===== src/verilog/cu_buffer_source_sel_consts.svh =====
// constants for the transmitter source select and status registers
`ifndef CU_BUFFER_SOURCE_SEL_CONSTS_SVH
`define CU_BUFFER_SOURCE_SEL_CONSTS_SVH
`define CU_BUFFER_SOURCE_SEL_OFF_CTRL3 8'h09
`define CU_BUFFER_SOURCE_SEL_OFF_STATUS 8'h0a
`define CU_BUFFER_SOURCE_SEL_CTRL3_RESET 8'h00
`define CU_BUFFER_SOURCE_SEL_BIT_SRC_LO 0
`define CU_BUFFER_SOURCE_SEL_BIT_SRC_HI 1
`define CU_BUFFER_SOURCE_SEL_BIT_VALSRC 2
`define CU_BUFFER_SOURCE_SEL_BIT_COPY_DONE 0
`define CU_BUFFER_SOURCE_SEL_BIT_SLIP 1
`define CU_BUFFER_SOURCE_SEL_SPLIT_BYTES 8'h0a
`endif


===== src/verilog/cu_buffer_source_sel_pkg.sv =====
// types for the transmitter source select and status registers
package cu_buffer_source_sel_pkg;
    typedef enum logic [1:0] {
        CU_BUFFER_SOURCE_SEL_SRC_NONE = 2'b00,
        CU_BUFFER_SOURCE_SEL_SRC_HOST = 2'b01,
        CU_BUFFER_SOURCE_SEL_SRC_RECV = 2'b10,
        CU_BUFFER_SOURCE_SEL_SRC_SPLIT = 2'b11
    } cu_buffer_source_sel_src_t;
    // host port register access, one cycle per access
    typedef struct packed {
        logic wr;
        logic rd;
        logic [7:0] addr;
        logic [7:0] wdata;
    } cu_buffer_source_sel_req_t;
    // byte offered to the user-access buffer from either side
    typedef struct packed {
        logic host_we;
        logic recv_we;
        logic [7:0] index;
    } cu_buffer_source_sel_load_t;
endpackage


===== src/verilog/cu_buffer_source_sel_regs.sv =====
// transmitter source select control register and transmitter status register
// Summary of operation
// source field 00 none, 01 host, 10 receiver
// source 11: host first 10 bytes, rest receiver
// validity select 0 uses control validity bit
// validity select 1 passes receiver bit directly
// copy-done flag sets when enabled and unmasked
// copy-done flag lowers interrupt, sets summary bit
// slip flag sets on slip/blockstart when unmasked
// select bit picks slips or block starts
// slip flag lowers interrupt, sets summary bit
// status read-only, bits 7..2 read zero
// buffer updates only with nonzero source field
// disable bit suspends copies; clearing re-enables
// slip unmask resets to 0, masked
// host reads flags anytime; control host-written only
`timescale 1ns/1ps
`include "cu_buffer_source_sel_consts.svh"
module cu_buffer_source_sel_regs (
    input wire logic clk,
    input wire logic resetn,
    input cu_buffer_source_sel_pkg::cu_buffer_source_sel_req_t host_req,
    output logic [7:0] host_rdata,
    input wire logic host_byte_we,
    input wire logic [7:0] host_byte_index,
    input wire logic recv_byte_valid,
    input wire logic [7:0] recv_byte_index,
    output cu_buffer_source_sel_pkg::cu_buffer_source_sel_load_t ua_load,
    input wire logic ctrl_validity,
    input wire logic recv_validity,
    output logic tx_validity,
    input wire logic copy_done,
    input wire logic copy_disable,
    input wire logic copy_unmask,
    input wire logic slip_event,
    input wire logic blockstart_event,
    input wire logic slip_or_blockstart_sel,
    input wire logic slip_unmask,
    output logic summary_tx,
    output logic irq_n
);
    import cu_buffer_source_sel_pkg::*;
    // ****************************************
    // control register
    // ****************************************
    logic [7:0] ctrl3;
    logic [2:0] next_ctrl3_bits;
    wire wr_ctrl3 = host_req.wr && (host_req.addr == `CU_BUFFER_SOURCE_SEL_OFF_CTRL3);
    wire rd_status = host_req.rd && (host_req.addr == `CU_BUFFER_SOURCE_SEL_OFF_STATUS);
    assign next_ctrl3_bits = wr_ctrl3 ? host_req.wdata[2:0] : ctrl3[2:0];
    always_ff @(posedge clk or negedge resetn) begin
        if (!resetn) begin
            ctrl3 <= `CU_BUFFER_SOURCE_SEL_CTRL3_RESET;
        end else begin
            ctrl3 <= {5'h00, next_ctrl3_bits};
        end
    end
    wire [1:0] src_bits = ctrl3[`CU_BUFFER_SOURCE_SEL_BIT_SRC_HI:`CU_BUFFER_SOURCE_SEL_BIT_SRC_LO];
    cu_buffer_source_sel_src_t src;
    assign src = cu_buffer_source_sel_src_t'(src_bits);
    // ****************************************
    // user-access buffer load steering
    // ****************************************
    function automatic logic below_split(input logic [7:0] idx);
        below_split = idx < `CU_BUFFER_SOURCE_SEL_SPLIT_BYTES;
    endfunction
    wire host_ok = (src == CU_BUFFER_SOURCE_SEL_SRC_HOST) ||
                   ((src == CU_BUFFER_SOURCE_SEL_SRC_SPLIT) && below_split(host_byte_index));
    wire recv_ok = (src == CU_BUFFER_SOURCE_SEL_SRC_RECV) ||
                   ((src == CU_BUFFER_SOURCE_SEL_SRC_SPLIT) && !below_split(recv_byte_index));
    wire next_host_we = host_byte_we && host_ok;
    wire next_recv_we = recv_byte_valid && recv_ok && !next_host_we;
    wire [7:0] next_index = next_host_we ? host_byte_index : recv_byte_index;
    always_ff @(posedge clk or negedge resetn) begin
        if (!resetn) begin
            ua_load <= '0;
        end else begin
            ua_load <= '{host_we: next_host_we, recv_we: next_recv_we, index: next_index};
        end
    end
    // validity goes straight through: no flop, so no added latency
    assign tx_validity = ctrl3[`CU_BUFFER_SOURCE_SEL_BIT_VALSRC] ? recv_validity : ctrl_validity;
    // ****************************************
    // status flags and interrupt
    // ****************************************
    logic [1:0] flags;
    // flags clear when the host reads the status register
    cu_buffer_source_sel_status_flags u_flags (
        .clk(clk),
        .resetn(resetn),
        .copy_done(copy_done),
        .copy_disable(copy_disable),
        .copy_unmask(copy_unmask),
        .slip_event(slip_event),
        .blockstart_event(blockstart_event),
        .slip_or_blockstart_sel(slip_or_blockstart_sel),
        .slip_unmask(slip_unmask),
        .clear(rd_status),
        .flags(flags)
    );
    assign summary_tx = |flags;
    assign irq_n = ~summary_tx;
    wire [7:0] next_rdata = wr_ctrl3 ? 8'h00 :
                            (host_req.rd && host_req.addr == `CU_BUFFER_SOURCE_SEL_OFF_CTRL3) ? ctrl3 :
                            rd_status ? {6'h00, flags} : 8'h00;
    always_ff @(posedge clk or negedge resetn) begin
        if (!resetn) begin
            host_rdata <= 8'h00;
        end else begin
            host_rdata <= next_rdata;
        end
    end
    // ****************************************
    // checks
    // ****************************************
    src_none_a: assert property (@(posedge clk) disable iff (!resetn)
        (src == CU_BUFFER_SOURCE_SEL_SRC_NONE) |=> !ua_load.host_we && !ua_load.recv_we)
        else $error("load with source none");
    split_host_a: assert property (@(posedge clk) disable iff (!resetn)
        (src == CU_BUFFER_SOURCE_SEL_SRC_SPLIT && host_byte_we && host_byte_index >= 8'h0a) |=> !ua_load.host_we)
        else $error("host wrote past split");
    recv_only_a: assert property (@(posedge clk) disable iff (!resetn)
        (src == CU_BUFFER_SOURCE_SEL_SRC_RECV && host_byte_we) |=> !ua_load.host_we)
        else $error("host load in receiver mode");
    val_sel_a: assert property (@(posedge clk) disable iff (!resetn)
        tx_validity == (ctrl3[2] ? recv_validity : ctrl_validity))
        else $error("validity source wrong");
    irq_pin_a: assert property (@(posedge clk) disable iff (!resetn)
        $rose(flags[0] | flags[1]) |-> !irq_n && summary_tx) else $error("irq not low");
    status_zero_a: assert property (@(posedge clk) disable iff (!resetn)
        rd_status |=> host_rdata[7:2] == 6'h00) else $error("status high bits set");
    ctrl_hold_a: assert property (@(posedge clk) disable iff (!resetn)
        !wr_ctrl3 |=> $stable(ctrl3)) else $error("control changed without write");
    // load steering seen from the offer side, written from the source table rather than
    // from the steering wires, so a slip in host_ok or recv_ok is caught here
    host_wins_a: assert property (@(posedge clk) disable iff (!resetn)
        (host_byte_we && recv_byte_valid && src == CU_BUFFER_SOURCE_SEL_SRC_SPLIT && host_byte_index < 8'h0a)
        |=> ua_load.host_we && !ua_load.recv_we) else $error("host lost a collision");
    host_index_a: assert property (@(posedge clk) disable iff (!resetn)
        (src == CU_BUFFER_SOURCE_SEL_SRC_HOST && host_byte_we)
        |=> ua_load.host_we && ua_load.index == $past(host_byte_index))
        else $error("host load index wrong");
    recv_mode_a: assert property (@(posedge clk) disable iff (!resetn)
        (src == CU_BUFFER_SOURCE_SEL_SRC_RECV && recv_byte_valid)
        |=> ua_load.recv_we && !ua_load.host_we) else $error("receiver load missing");
    split_recv_a: assert property (@(posedge clk) disable iff (!resetn)
        (src == CU_BUFFER_SOURCE_SEL_SRC_SPLIT && recv_byte_valid && !host_byte_we && recv_byte_index >= 8'h0a)
        |=> ua_load.recv_we) else $error("receiver load past split missing");
    // register reads
    ctrl_read_a: assert property (@(posedge clk) disable iff (!resetn)
        (host_req.rd && host_req.addr == 8'h09)
        |=> host_rdata == {5'h00, $past(ctrl3[2:0])}) else $error("control readback wrong");
    status_read_a: assert property (@(posedge clk) disable iff (!resetn)
        rd_status |=> host_rdata[1:0] == $past(flags)) else $error("status readback wrong");
    ctrl_pad_a: assert property (@(posedge clk) disable iff (!resetn)
        ctrl3[7:3] == 5'h00) else $error("control upper bits set");
    // a read with no event pending must leave both flags clear
    flag_clear_a: assert property (@(posedge clk) disable iff (!resetn)
        (rd_status && !copy_done && !slip_event && !blockstart_event)
        |=> flags == 2'b00) else $error("flags survived status read");
    // interrupt pin follows the flags in both directions
    irq_slip_a: assert property (@(posedge clk) disable iff (!resetn)
        flags[1] |-> !irq_n && summary_tx) else $error("slip did not raise interrupt");
    irq_idle_a: assert property (@(posedge clk) disable iff (!resetn)
        (flags == 2'b00) |-> irq_n && !summary_tx) else $error("interrupt without flag");
    c_split: cover property (@(posedge clk) src == CU_BUFFER_SOURCE_SEL_SRC_SPLIT && ua_load.recv_we);
    c_status_rd: cover property (@(posedge clk) rd_status && flags == 2'b11);
    c_irq: cover property (@(posedge clk) $fell(irq_n));
endmodule


===== src/verilog/cu_buffer_source_sel_status_flags.sv =====
// sticky status flags with unmask gating
`timescale 1ns/1ps
`include "cu_buffer_source_sel_consts.svh"
module cu_buffer_source_sel_status_flags (
    input wire logic clk,
    input wire logic resetn,
    input wire logic copy_done,
    input wire logic copy_disable,
    input wire logic copy_unmask,
    input wire logic slip_event,
    input wire logic blockstart_event,
    input wire logic slip_or_blockstart_sel,
    input wire logic slip_unmask,
    input wire logic clear,
    output logic [1:0] flags
);
    import cu_buffer_source_sel_pkg::*;
    wire set_copy = copy_done & ~copy_disable & copy_unmask;
    wire slip_src = slip_or_blockstart_sel ? blockstart_event : slip_event;
    wire set_slip = slip_src & slip_unmask;
    logic [1:0] next_flags;
    // set wins over a clear-on-read in the same cycle
    assign next_flags = (clear ? 2'b00 : flags) | {set_slip, set_copy};
    always_ff @(posedge clk or negedge resetn) begin
        if (!resetn) begin
            flags <= 2'b00;
        end else begin
            flags <= next_flags;
        end
    end
    copy_set_a: assert property (@(posedge clk) disable iff (!resetn)
        set_copy |=> flags[`CU_BUFFER_SOURCE_SEL_BIT_COPY_DONE]) else $error("copy flag not set");
    copy_block_a: assert property (@(posedge clk) disable iff (!resetn)
        (copy_disable && !flags[0] && !$past(set_copy)) |=> !flags[0] || $past(copy_done && !copy_disable))
        else $error("copy flag set while disabled");
    slip_set_a: assert property (@(posedge clk) disable iff (!resetn)
        set_slip |=> flags[`CU_BUFFER_SOURCE_SEL_BIT_SLIP]) else $error("slip flag not set");
    slip_mask_a: assert property (@(posedge clk) disable iff (!resetn)
        (!slip_unmask && (clear || !flags[1])) |=> !flags[1]) else $error("masked slip set");
    c_copy: cover property (@(posedge clk) set_copy);
    c_slip: cover property (@(posedge clk) set_slip && slip_or_blockstart_sel);
endmodule


===== config.mk =====
export PLATFORM = sky130hd
export DESIGN_NAME = cu_buffer_source_sel_regs
export DESIGN_NICKNAME = d
export VERILOG_FILES = /design/src/verilog/cu_buffer_source_sel_pkg.sv /design/src/verilog/cu_buffer_source_sel_regs.sv /design/src/verilog/cu_buffer_source_sel_status_flags.sv
export VERILOG_INCLUDE_DIRS = /design/src /design/src/verilog
export SDC_FILE = /design/constraint.sdc
export NUM_CORES = 1
export LEC_CHECK = 0
export BUFFER_PORTS_ARGS = -buffer_cell sky130_fd_sc_hd__clkbuf_2
export CORE_MARGIN = 2
export CORE_UTILIZATION = 41
export CTS_CLUSTER_DIAMETER = 120
export CTS_CLUSTER_SIZE = 10
export DETAILED_ROUTE_END_ITERATION = 10
export PLACE_DENSITY = 0.84
export RECOVER_POWER = 100
export SLEW_MARGIN = 5
export SYNTH_ARGS = -nofsm -noshare
export SYNTH_HDL_FRONTEND = slang
export SYNTH_SLANG_ARGS = --single-unit

===== constraint.sdc =====
create_clock -name clk -period 2.1 [get_ports clk]
set_input_delay 0.315 -clock clk [delete_from_list [all_inputs] [get_ports clk]]
set_output_delay 0.315 -clock clk [all_outputs]
set_load 0.05 [all_outputs]

==> summary.md, run 1 <==
| Metric | Value |
|---|---|
| Multi-input gate area | `between 300 and 400 µm²` |
| Die X | `50.0 µm` |
| Status | `complete, no violations` |
| Initial core utilization | `0.438` |
| Critical Path Slowest Stage Cell | `clkbuf_1` |
| Register area | `450 µm²` |
| Met1 usage in global routing | `0.203` |
| Antenna Nets Post-Route | `0` |
| VDD IR-drop max | `0.274 mV` |
| Synth Cell Area | `867 µm²` |
| DRT Wirelength | `1.97 mm` |
| Most frequent cells in the layout | `clkbuf_2, dfrtp_1, clkbuf_1` |
| Clk pwr share | `0.292` |
| Pwr dens | `625 mW/mm²` |
| Post-Route Skew | `0.00318 ns` |
| Final hold violation count | `0` |
| Max Fclk | `0.542 GHz` |
| Vias | `about 740` |
| Cell count after synthesis | `66` |
| Sw power | `a little over 0.0002 W` |
| Sw frac | `0.287` |
| Dominant cells by area after synthesis | `dfrtp_1, mux2_2, mux2_4, buf_4, o41ai_4` |
| CTS root buffer | `clkbuf_4` |
| Reg power frac | `0.505` |
| Port Buffers | `57` |
| Met2 global-route usage | `0.268` |
| FF+latch count, synth | `18` |
| EDFF count, synth | `0` |
| TritonRoute pass-1 iters | `4` |
| CTS tree | `yes` |
| Slew @ Worst Pin | `0.937 ns` |
| Period utilisation layout | `0.879` |
| Cell row count | `16` |
| Setup-failing EPs final | `0` |
| Grt met3 use | `0.0242` |
| IO Pins | `68` |
| Comb power frac | `0.203` |
| Max-slew violations | `0` |
| Largest net degree at the start of global routing | `19` |
| Gp weighted congestion | `~0.75` |
| # diodes | `0` |
| Gr ovfl total | `0` |
| Crit-path cells | `or2_2, inv_1, clkbuf_1` |
| Clk sink count | `18` |
| Antenna violations before repair | `0` |
| Sequential share of the synthesized area | `0.519` |
| Worst reg2reg setup slack | `about 0.42 ns` |
| Vias per cell | `about 4.8` |
| Max Cap Viol | `0` |
| Reg clk slew, reported paths | `0.10 ns` |
| Post-Route Setup TNS | `0 ns` |
| Grt peak-use layer | `met2` |
| Post-DR wirelength/cell | `12.8 µm` |
| P_leak | `0.567 nW` |
| Yosys Warn Count | `0` |
| Core area | `roughly 0.0020 mm²` |
| Hold WC Path Type | `input pin to flop` |
| Startpoint types | `flop` |
| Final net count | `175` |
| Layout area overhead | `33.3%` |
| GRT Overall Usage | `0.162` |
| DIE AREA | `0.00250 mm²` |
| Avg Cell Area, Syn | `13.1 µm²` |
| Post-synth cell types | `24` |
| Peak fanout along the critical path | `3` |
| First-pass GRT wire length | `2.99 mm` |
| Reg-to-Reg End | `ua_load[3]$_DFF_PN0_` |
| Hold Crit Depth | `2` |
| Hold Path Origin | `copy_disable` |
| Tmin final | `between 1.5 and 2 ns` |
| Worst-skew pair later-pin latency | `0.29 ns` |
| Required @ worst endpoint | `roughly 1.8 ns` |
| Critical Path Sink Type | `output port` |
| Max incr delay on CP | `0.45 ns` |
| Pwr Total | `0.000722 W` |
| Cells on worst reg2reg path | `3` |
| Most common cell after layout, fill and taps aside | `clkbuf_2` |
| Initial DRC Count | `11` |
| Internal power | `a little over 0.0005 W` |
| Setup repair after global routing missed its margin | `no` |
| Most area-hungry cell type in the Yosys netlist | `dfrtp_1` |
| Vias in the first global route | `664` |
| Worst r2r src | `ctrl3[1]$_DFFE_PN0N_` |
| Crit path kind | `flop to output port` |
| Arrival time worst endpoint | `1.53 ns` |
| CTS max path bufs | `2` |
| Inserted Clock Buffers | `3` |
| Number of fillers in the final layout | `184` |
| Layout cell share with drive strength beyond 1 | `0.449` |
| Hold endpoint | `u_flags.flags[0]$_DFF_PN0_` |
| # hold bufs at CTS | `1` |
| Synth Flop Type | `dfrtp_1` |
| Detailed placer's ending HPWL | `roughly 1.6 mm` |
| Die Y-Extent | `50.0 µm` |
| Async SR Flop Fraction | `1.00` |
| Post_cts resized | `0` |
| Slew headroom | `0.376` |
| Setup Buffers After CTS | `0` |
| H-tree levels | `1` |
| DRC errors left | `0` |
| Area share of the largest cell type after synthesis | `0.519` |
[layout make-up]
cell class / count / share of cell area
Sequential cell: 18 / 0.390
Multi-Input combinational cell: 43 / 0.300
Timing Repair Buffer: 58 / 0.237
Clock buffer: 4 / 0.0314
Tap cell: 27 / 0.0292
Inverter: 4 / 0.0130
[registers in the layout (all words and copies together) (netlist names)]
| register | cells |
|---|---|
| ctrl3 | 3 |
| host_rdata | 3 |
| u_flags.flags | 2 |
| ua_load | 10 |
[through the flow]
stage	instances	instance area (µm²)	hold slack [ns]	worst slack, ns	util
after floorplan	70	882	0.0194	0.629	-
after global placement	149	1160	0.269	0.574	0.587
after detailed placement	149	1160	0.276	0.548	0.587
after CTS	154	1210	0.185	0.438	0.610
after global routing	154	1160	0.171	0.210	0.583
final	154	1160	0.188	0.253	0.583
[layer usage]
metal / vias up / share of wire
met3: 5 / 0.058
li1: 357 / -
met4: 0 / 0.022
met5: - / 0
met2: 34 / 0.51
met1: 342 / 0.41
[critical path, delay by kind of cell, from the launching register on]
kind,cells,cell delay (ns)
buffers and inverters,2,0.50
DFF,1,0.42
and+or+nand+nor,1,0.31
[cells in the mapped netlist, types with 2 or more instances]
master / number
mux2_2: 10
nor2_1: 2
inv_1: 4
nor2b_1: 3
dfrtp_1: 18
nor4_1: 2
buf_4: 5
a22oi_1: 2
mux2_4: 3
nand4_1: 2
nand3_1: 2
[power by group through the flow]
stage,Clock (W),Combinational [W],Sequential [W]
after floorplan,0,0.0000650,0.000403
after global placement,0,0.000150,0.000372
after detailed placement,0,0.000154,0.000372
after CTS,0.000218,0.000156,0.000365
after global routing,0.000235,0.000157,0.000366
final,0.000211,0.000147,0.000365
[kinds of logic after synthesis]
kind of cell | count (synthesis) | synth area share
and+or+nand+nor | 17 | 0.140
AOI/OAI and AO/OA | 8 | 0.0938
other | 1 | 0.00432
muxes | 13 | 0.182
buffers and inverters | 9 | 0.0606
DFF | 18 | 0.519
[worst max-delay path by stage]
stage	endpoint	slack, ns	cells after the start	from
5_1_grt	irq_n	0.21	3	u_flags.flags[0]$_DFF_PN0_
4_1_cts	irq_n	0.44	3	u_flags.flags[0]$_DFF_PN0_
3_5_place_dp	ua_load[3]$_DFF_PN0_	0.55	4	host_byte_index[6]
6_report	irq_n	0.25	3	u_flags.flags[0]$_DFF_PN0_
3_3_place_gp	ua_load[2]$_DFF_PN0_	0.57	4	host_byte_index[6]
2_1_floorplan	irq_n	0.63	2	u_flags.flags[0]$_DFF_PN0_
Power figures use the tool's default switching activity.
==> inputs of run 2 (changes only) <==
--- a/config.mk
+++ b/config.mk
@@ -6,13 +6,15 @@
 export SDC_FILE = /design/constraint.sdc
 export NUM_CORES = 1
 export LEC_CHECK = 0
+export ABC_AREA = 0
 export BUFFER_PORTS_ARGS = -buffer_cell sky130_fd_sc_hd__clkbuf_2
 export CORE_MARGIN = 2
 export CORE_UTILIZATION = 41
 export CTS_CLUSTER_DIAMETER = 120
 export CTS_CLUSTER_SIZE = 10
 export DETAILED_ROUTE_END_ITERATION = 10
-export PLACE_DENSITY = 0.84
+export MAX_ROUTING_LAYER = met4
+export PLACE_DENSITY = 0.88
 export RECOVER_POWER = 100
 export SLEW_MARGIN = 5
 export SYNTH_ARGS = -nofsm -noshare
==> run 2 against run 1 <==
Compared with the run above:
- final cell count is 0.65% lower
- register-to-register slack gained 0.04 ns
- flip-flop and latch count is the same
- critical path type unchanged
- wire length decreased by 2.3%
==> summary.md, run 2 (synthesized netlist as in run 1, its figures left out) <==
| Metric | Value |
|---|---|
| Layout area overhead | `31.9%` |
| Worst-skew pair later-pin latency | `approximately 0.28 ns` |
| Clk sink count | `18` |
| Final net count | `175` |
| Hold WC Path Type | `input pin to flop` |
| H-tree levels | `1` |
| IO Pins | `68` |
| Slew headroom | `0.359` |
| Max Fclk | `0.595 GHz` |
| Max-slew violations | `0` |
| Clk pwr share | `0.243` |
| Largest Register | `ua_load` |
| Largest net degree at the start of global routing | `19` |
| DRT Wirelength | `1.93 mm` |
| Met1 usage in global routing | `0.185` |
| Status | `complete, no violations` |
| Vias per cell | `4.88` |
| Setup-failing EPs final | `0` |
| Post-DR wirelength/cell | `12.6 µm` |
| Final core occ | `0.577` |
| Antenna violations before repair | `0` |
| Max Cap Viol | `0` |
| Detailed placer's ending HPWL | `1.57 mm` |
| Startpoint types | `flop` |
| Tmin final | `1.68 ns` |
| Post-Route Setup TNS | `0 ns` |
| Cell row count | `16` |
| Most frequent cells in the layout | `clkbuf_2, dfrtp_1, clkbuf_1` |
| Comb power frac | `0.217` |
| DIE AREA | `between 0.002 and 0.0025 mm²` |
| Layout cell share with drive strength beyond 1 | `0.452` |
| Slew @ Worst Pin | `0.961 ns` |
| Arrival time worst endpoint | `1.36 ns` |
| Required @ worst endpoint | `roughly 1.8 ns` |
| Vias | `746` |
| Setup repair after global routing missed its margin | `no` |
| GRT Overall Usage | `0.167` |
| Biggest regs | `ua_load: 10 flops, ctrl3: 3 flops, host_rdata: 3 flops` |
| CTS root buffer | `clkbuf_4` |
| Worst reg2reg setup slack | `0.46 ns` |
| Crit path kind | `flop to output port` |
| Initial DRC Count | `6` |
| Hold Path Origin | `copy_disable` |
| Pwr dens | `591 mW/mm²` |
| P_leak | `0.564 nW` |
| Setup Buffers After CTS | `0` |
| Die Y-Extent | `around 50 µm` |
| VDD IR-drop max | `around 0.36 mV` |
| Period utilisation layout | `0.800` |
| CTS max path bufs | `2` |
| First-pass GRT wire length | `3.05 mm` |
| Reg power frac | `0.540` |
| Most common cell after layout, fill and taps aside | `clkbuf_2` |
| Inserted Clock Buffers | `3` |
| Worst r2r src | `ctrl3[1]$_DFFE_PN0N_` |
| Gr ovfl total | `0` |
| Internal power | `around 0.00048 W` |
| Initial core utilization | `0.438` |
| Post-Route Skew | `0.00259 ns` |
| TritonRoute pass-1 iters | `4` |
| Critical Path Sink Type | `output port` |
| Core area | `between 0.0015 and 0.002 mm²` |
| Peak fanout along the critical path | `3` |
| Reg clk slew, reported paths | `0.09 ns` |
| Sw frac | `0.296` |
| Grt met3 use | `0.0273` |
| Die X | `50.0 µm` |
| Met2 global-route usage | `0.270` |
| Crit. Startpoint | `ctrl3[2]$_DFFE_PN0N_` |
| # diodes | `0` |
| Grt peak-use layer | `met2` |
| Final hold violation count | `0` |
| CTS tree | `yes` |
| Port Buffers | `57` |
| DRC errors left | `0` |
| Largest register FFs | `10` |
| Vias in the first global route | `roughly 730` |
| Antenna Nets Post-Route | `0` |
| Sw power | `0.000200 W` |
| Gp weighted congestion | `0.841` |
==> run 2: changes by cell type in the layout (fill, tap and decap cells not counted) <==
cell	before	now
clkbuf_1	17	16
clkbuf_2	40	41
clkbuf_8	1	0
==> run 2: stage by stage <==
step                      cell area (µm²)  setup slack [ns]  power, W  cells  hold slack [ns]
final                                1140             0.421  0.000676    153            0.187
after global routing                 1140             0.323  0.000714    153            0.166
after CTS                            1200             0.457  0.000694    153            0.180
after detailed placement             1160             0.547  0.000526    149            0.274
after global placement               1160             0.582  0.000521    149            0.265
after floorplan                       882             0.629  0.000468     70           0.0194
==> run 2: final cells by class <==
cell class,instances,area [µm²]
multi-input cells,43,347
inverters,4,15.0
well taps,27,33.8
clock buffers,3,22.5
repair buffers,58,275
flip-flops and latches,18,450
fillers,196,838
==> run 2: timing repair <==
item / in CTS / in global routing
resized for setup: 0 / 0
endpoints found under the hold margin: 18 / 0
hold buffers: 1 / 0
==> run 2: power groups by stage <==
stage	clock network (W)	registers (W)	logic, W
global route	0.000192	0.000366	0.000156
floorplan	0	0.000403	0.0000650
CTS	0.000173	0.000365	0.000156
detailed placement	0	0.000372	0.000154
finish	0.000164	0.000365	0.000147
global placement	0	0.000372	0.000150
==> run 2: critical path, stage by stage, from the launching register on <==
cell,delay [ns]
dfrtp_1,0.41
mux2_2,0.22
clkbuf_1,0.45
==> run 2: layer usage <==
| layer | up-vias | share of wire |
|---|---|---|
| met5 | - | 0 |
| met3 | 2 | 0.061 |
| met1 | 350 | 0.39 |
| met4 | 0 | 0.0099 |
| li1 | 357 | - |
| met2 | 37 | 0.54 |
==> run 2: path summary, 6_finish.rpt <==
check                                             end  cells past startpoint
max                                       tx_validity                      2
min                        u_flags.flags[0]$_DFF_PN0_                      2
max reg2reg                      ua_load[1]$_DFF_PN0_                      3
min reg2reg                u_flags.flags[0]$_DFF_PN0_                      1
max in group asynchronous  u_flags.flags[0]$_DFF_PN0_                      2
min in group asynchronous        ua_load[2]$_DFF_PN0_                      2
==> inputs of run 3 (changes only) <==
--- a/config.mk
+++ b/config.mk
@@ -9,12 +9,12 @@
 export ABC_AREA = 0
 export BUFFER_PORTS_ARGS = -buffer_cell sky130_fd_sc_hd__clkbuf_2
 export CORE_MARGIN = 2
-export CORE_UTILIZATION = 41
+export CORE_UTILIZATION = 34
 export CTS_CLUSTER_DIAMETER = 120
 export CTS_CLUSTER_SIZE = 10
 export DETAILED_ROUTE_END_ITERATION = 10
 export MAX_ROUTING_LAYER = met4
-export PLACE_DENSITY = 0.88
+export PLACE_DENSITY = 0.78
 export RECOVER_POWER = 100
 export SLEW_MARGIN = 5
 export SYNTH_ARGS = -nofsm -noshare
==> constraint.sdc (replaced) <==
create_clock -name clk -period 1.4 [get_ports clk]
set_input_delay 0.21 -clock clk [delete_from_list [all_inputs] [get_ports clk]]
set_output_delay 0.21 -clock clk [all_outputs]
set_load 0.05 [all_outputs]
==> run 3 against run 2 <==
Compared with the run above:
- wire length shrank 0.73%
- global-route usage is 2.3 points lower
- flip-flop and latch count unchanged
- sequential power rose by 50%
- power rose by 52%
- largest cell class unchanged
==> summary.md, run 3 (synthesized netlist as in run 1, its figures left out) <==
| Metric | Value |
|---|---|
| Status | `complete, no violations` |
| Max incr delay on CP | `0.41 ns` |
| CTS tree | `yes` |
| Final net count | `180` |
| Vias per cell | `4.58` |
| Clk sink count | `18` |
| Max-slew violations | `0` |
| Inserted Clock Buffers | `3` |
| Port Buffers | `57` |
| VDD IR-drop max | `0.414 mV` |
| Core area | `0.00245 mm²` |
| Post-Route Setup TNS | `0 ns` |
| Most frequent cells in the layout | `clkbuf_2, dfrtp_1, mux2_2` |
| Worst r2r src | `ctrl3[1]$_DFFE_PN0N_` |
| Crit path kind | `flop to output port` |
| Reg clk slew, reported paths | `0.09 ns` |
| Max Fclk | `0.737 GHz` |
| Max Cap Viol | `0` |
| Worst reg2reg setup slack | `0.07 ns` |
| Worst-skew pair later-pin latency | `0.28 ns` |
| TritonRoute pass-1 iters | `4` |
| Startpoint types | `flop` |
| DIE AREA | `0.00297 mm²` |
| CTS max path bufs | `2` |
| Critical Path Slowest Stage Cell | `dfrtp_1` |
| Biggest regs | `ua_load: 10 flops, ctrl3: 3 flops, host_rdata: 3 flops` |
| DRC errors left | `0` |
| IO Pins | `between 60 and 70` |
| Post-DR wirelength/cell | `between 10 and 15 µm` |
| Setup-failing EPs final | `0` |
| Register area | `approximately 450 µm²` |
| Most common cell after layout, fill and taps aside | `clkbuf_2` |
| Layout cell share with drive strength beyond 1 | `0.626` |
| Antenna violations before repair | `0` |
| Peak fanout along the critical path | `2` |
| Required @ worst endpoint | `1.19 ns` |
| Largest register FFs | `10` |
| Crit-path cells | `mux2_4, buf_8` |
| Cell row count | `18` |
| Pwr Total | `0.00103 W` |
| Number of fillers in the final layout | `235` |
| Detailed placer's ending HPWL | `1.68 mm` |
| Final hold violation count | `0` |
| CTS root buffer | `clkbuf_4` |
| # diodes | `0` |
| Die Y-Extent | `around 55 µm` |
| Multi-input gate area | `379 µm²` |
| First-pass GRT wire length | `2.97 mm` |
| Vias in the first global route | `739` |
| Placed insts | `154` |
| Hold WC Path Type | `input pin to flop` |
| Tmin final | `1.36 ns` |
| Die X | `54.5 µm` |
| Vias | `737` |
| Pwr dens | `821 mW/mm²` |
| Post-Route Skew | `0.00232 ns` |
| Critical Path Sink Type | `output port` |
| Initial DRC Count | `1` |
| Crit. Startpoint | `ctrl3[2]$_DFFE_PN0N_` |
| Antenna Nets Post-Route | `0` |
| Hold Path Origin | `copy_disable` |
| P_leak | `0.654 nW` |
| Largest net degree at the start of global routing | `19` |
| Initial core utilization | `0.353` |
| Layout area overhead | `44.6%` |
| DRT Wirelength | `1.91 mm` |
| Gr ovfl total | `0` |
| GRT Overall Usage | `0.144` |
| Period utilisation layout | `0.969` |
| Fin cells | `approximately 160` |
| Largest Register | `ua_load` |
| H-tree levels | `1` |
| Setup repair after global routing missed its margin | `yes` |
| Arrival time worst endpoint | `1.15 ns` |
| Gp weighted congestion | `0.842` |
==> run 3: cell types whose count changed in the layout (fill, tap and decap cells not counted), moves of 2 or more <==
cell / delta
buf_4: +4
mux2_4: +4
clkbuf_1: -14
mux2_1: -3
buf_8: +2
clkbuf_2: +13
==> run 3: final timing paths <==
path                                         endpoint  cells after the start
setup / recovery                          tx_validity                      2
hold / removal             u_flags.flags[0]$_DFF_PN0_                      2
setup reg to reg                 ua_load[3]$_DFF_PN0_                      3
hold reg to reg            u_flags.flags[1]$_DFF_PN0_                      2
max in group asynchronous        ctrl3[1]$_DFFE_PN0N_                      2
min in group asynchronous        ua_load[0]$_DFF_PN0_                      2
==> run 3: what timing repair did <==
action,4_1_cts,5_1_grt
resized for setup,6,6
hold buffers,1,0
endpoints found under the setup margin,3,9
pin swaps,0,1
hold endpoints to repair,18,0
setup buffers,3,0
==> run 3: area by class of cell <==
type,count,area share
Sequential cell,18,0.360
Inverter,4,0.0120
Timing Repair Buffer,63,0.277
Multi-Input combinational cell,43,0.302
Clock buffer,3,0.0180
Tap cell,30,0.0299
==> run 3: per-stage QoR <==
stage               worst slack, ns  hold slack [ns]  utilization  area, µm²
detailed placement          -0.0435            0.178        0.482       1180
global route              -0.000811           0.0808        0.511       1250
floorplan                    0.0336          -0.0856            -        882
global placement            -0.0166            0.159        0.482       1180
CTS                          0.0168           0.0885        0.513       1260
finish                       0.0441           0.0967        0.511       1250
==> run 3: critical path, delay by kind of cell, from the launching register on <==
family / cells / cell delay [ns]
DFF: 1 / 0.41
muxes: 1 / 0.31
buffers and inverters: 1 / 0.15
==> run 3: routing by layer <==
layer / global-route usage / up-vias / wire length [µm]
met2: 0.267 / 23 / 1150
li1: - / 364 / -
met1: 0.145 / 348 / 654
met3: 0.0301 / 2 / 90
met4: 0.0583 / 0 / 19
met5: - / - / 0
==> run 3: power breakdown <==
part | total (W) | internal, W | leakage [nW] | switching (W)
clock network | 0.000240 | 0.0000995 | 0.0138 | 0.000140
logic | 0.000242 | 0.0000945 | 0.420 | 0.000147
registers | 0.000548 | 0.000538 | 0.220 | 0.0000102
total | 0.00103 | 0.000732 | 0.654 | 0.000298
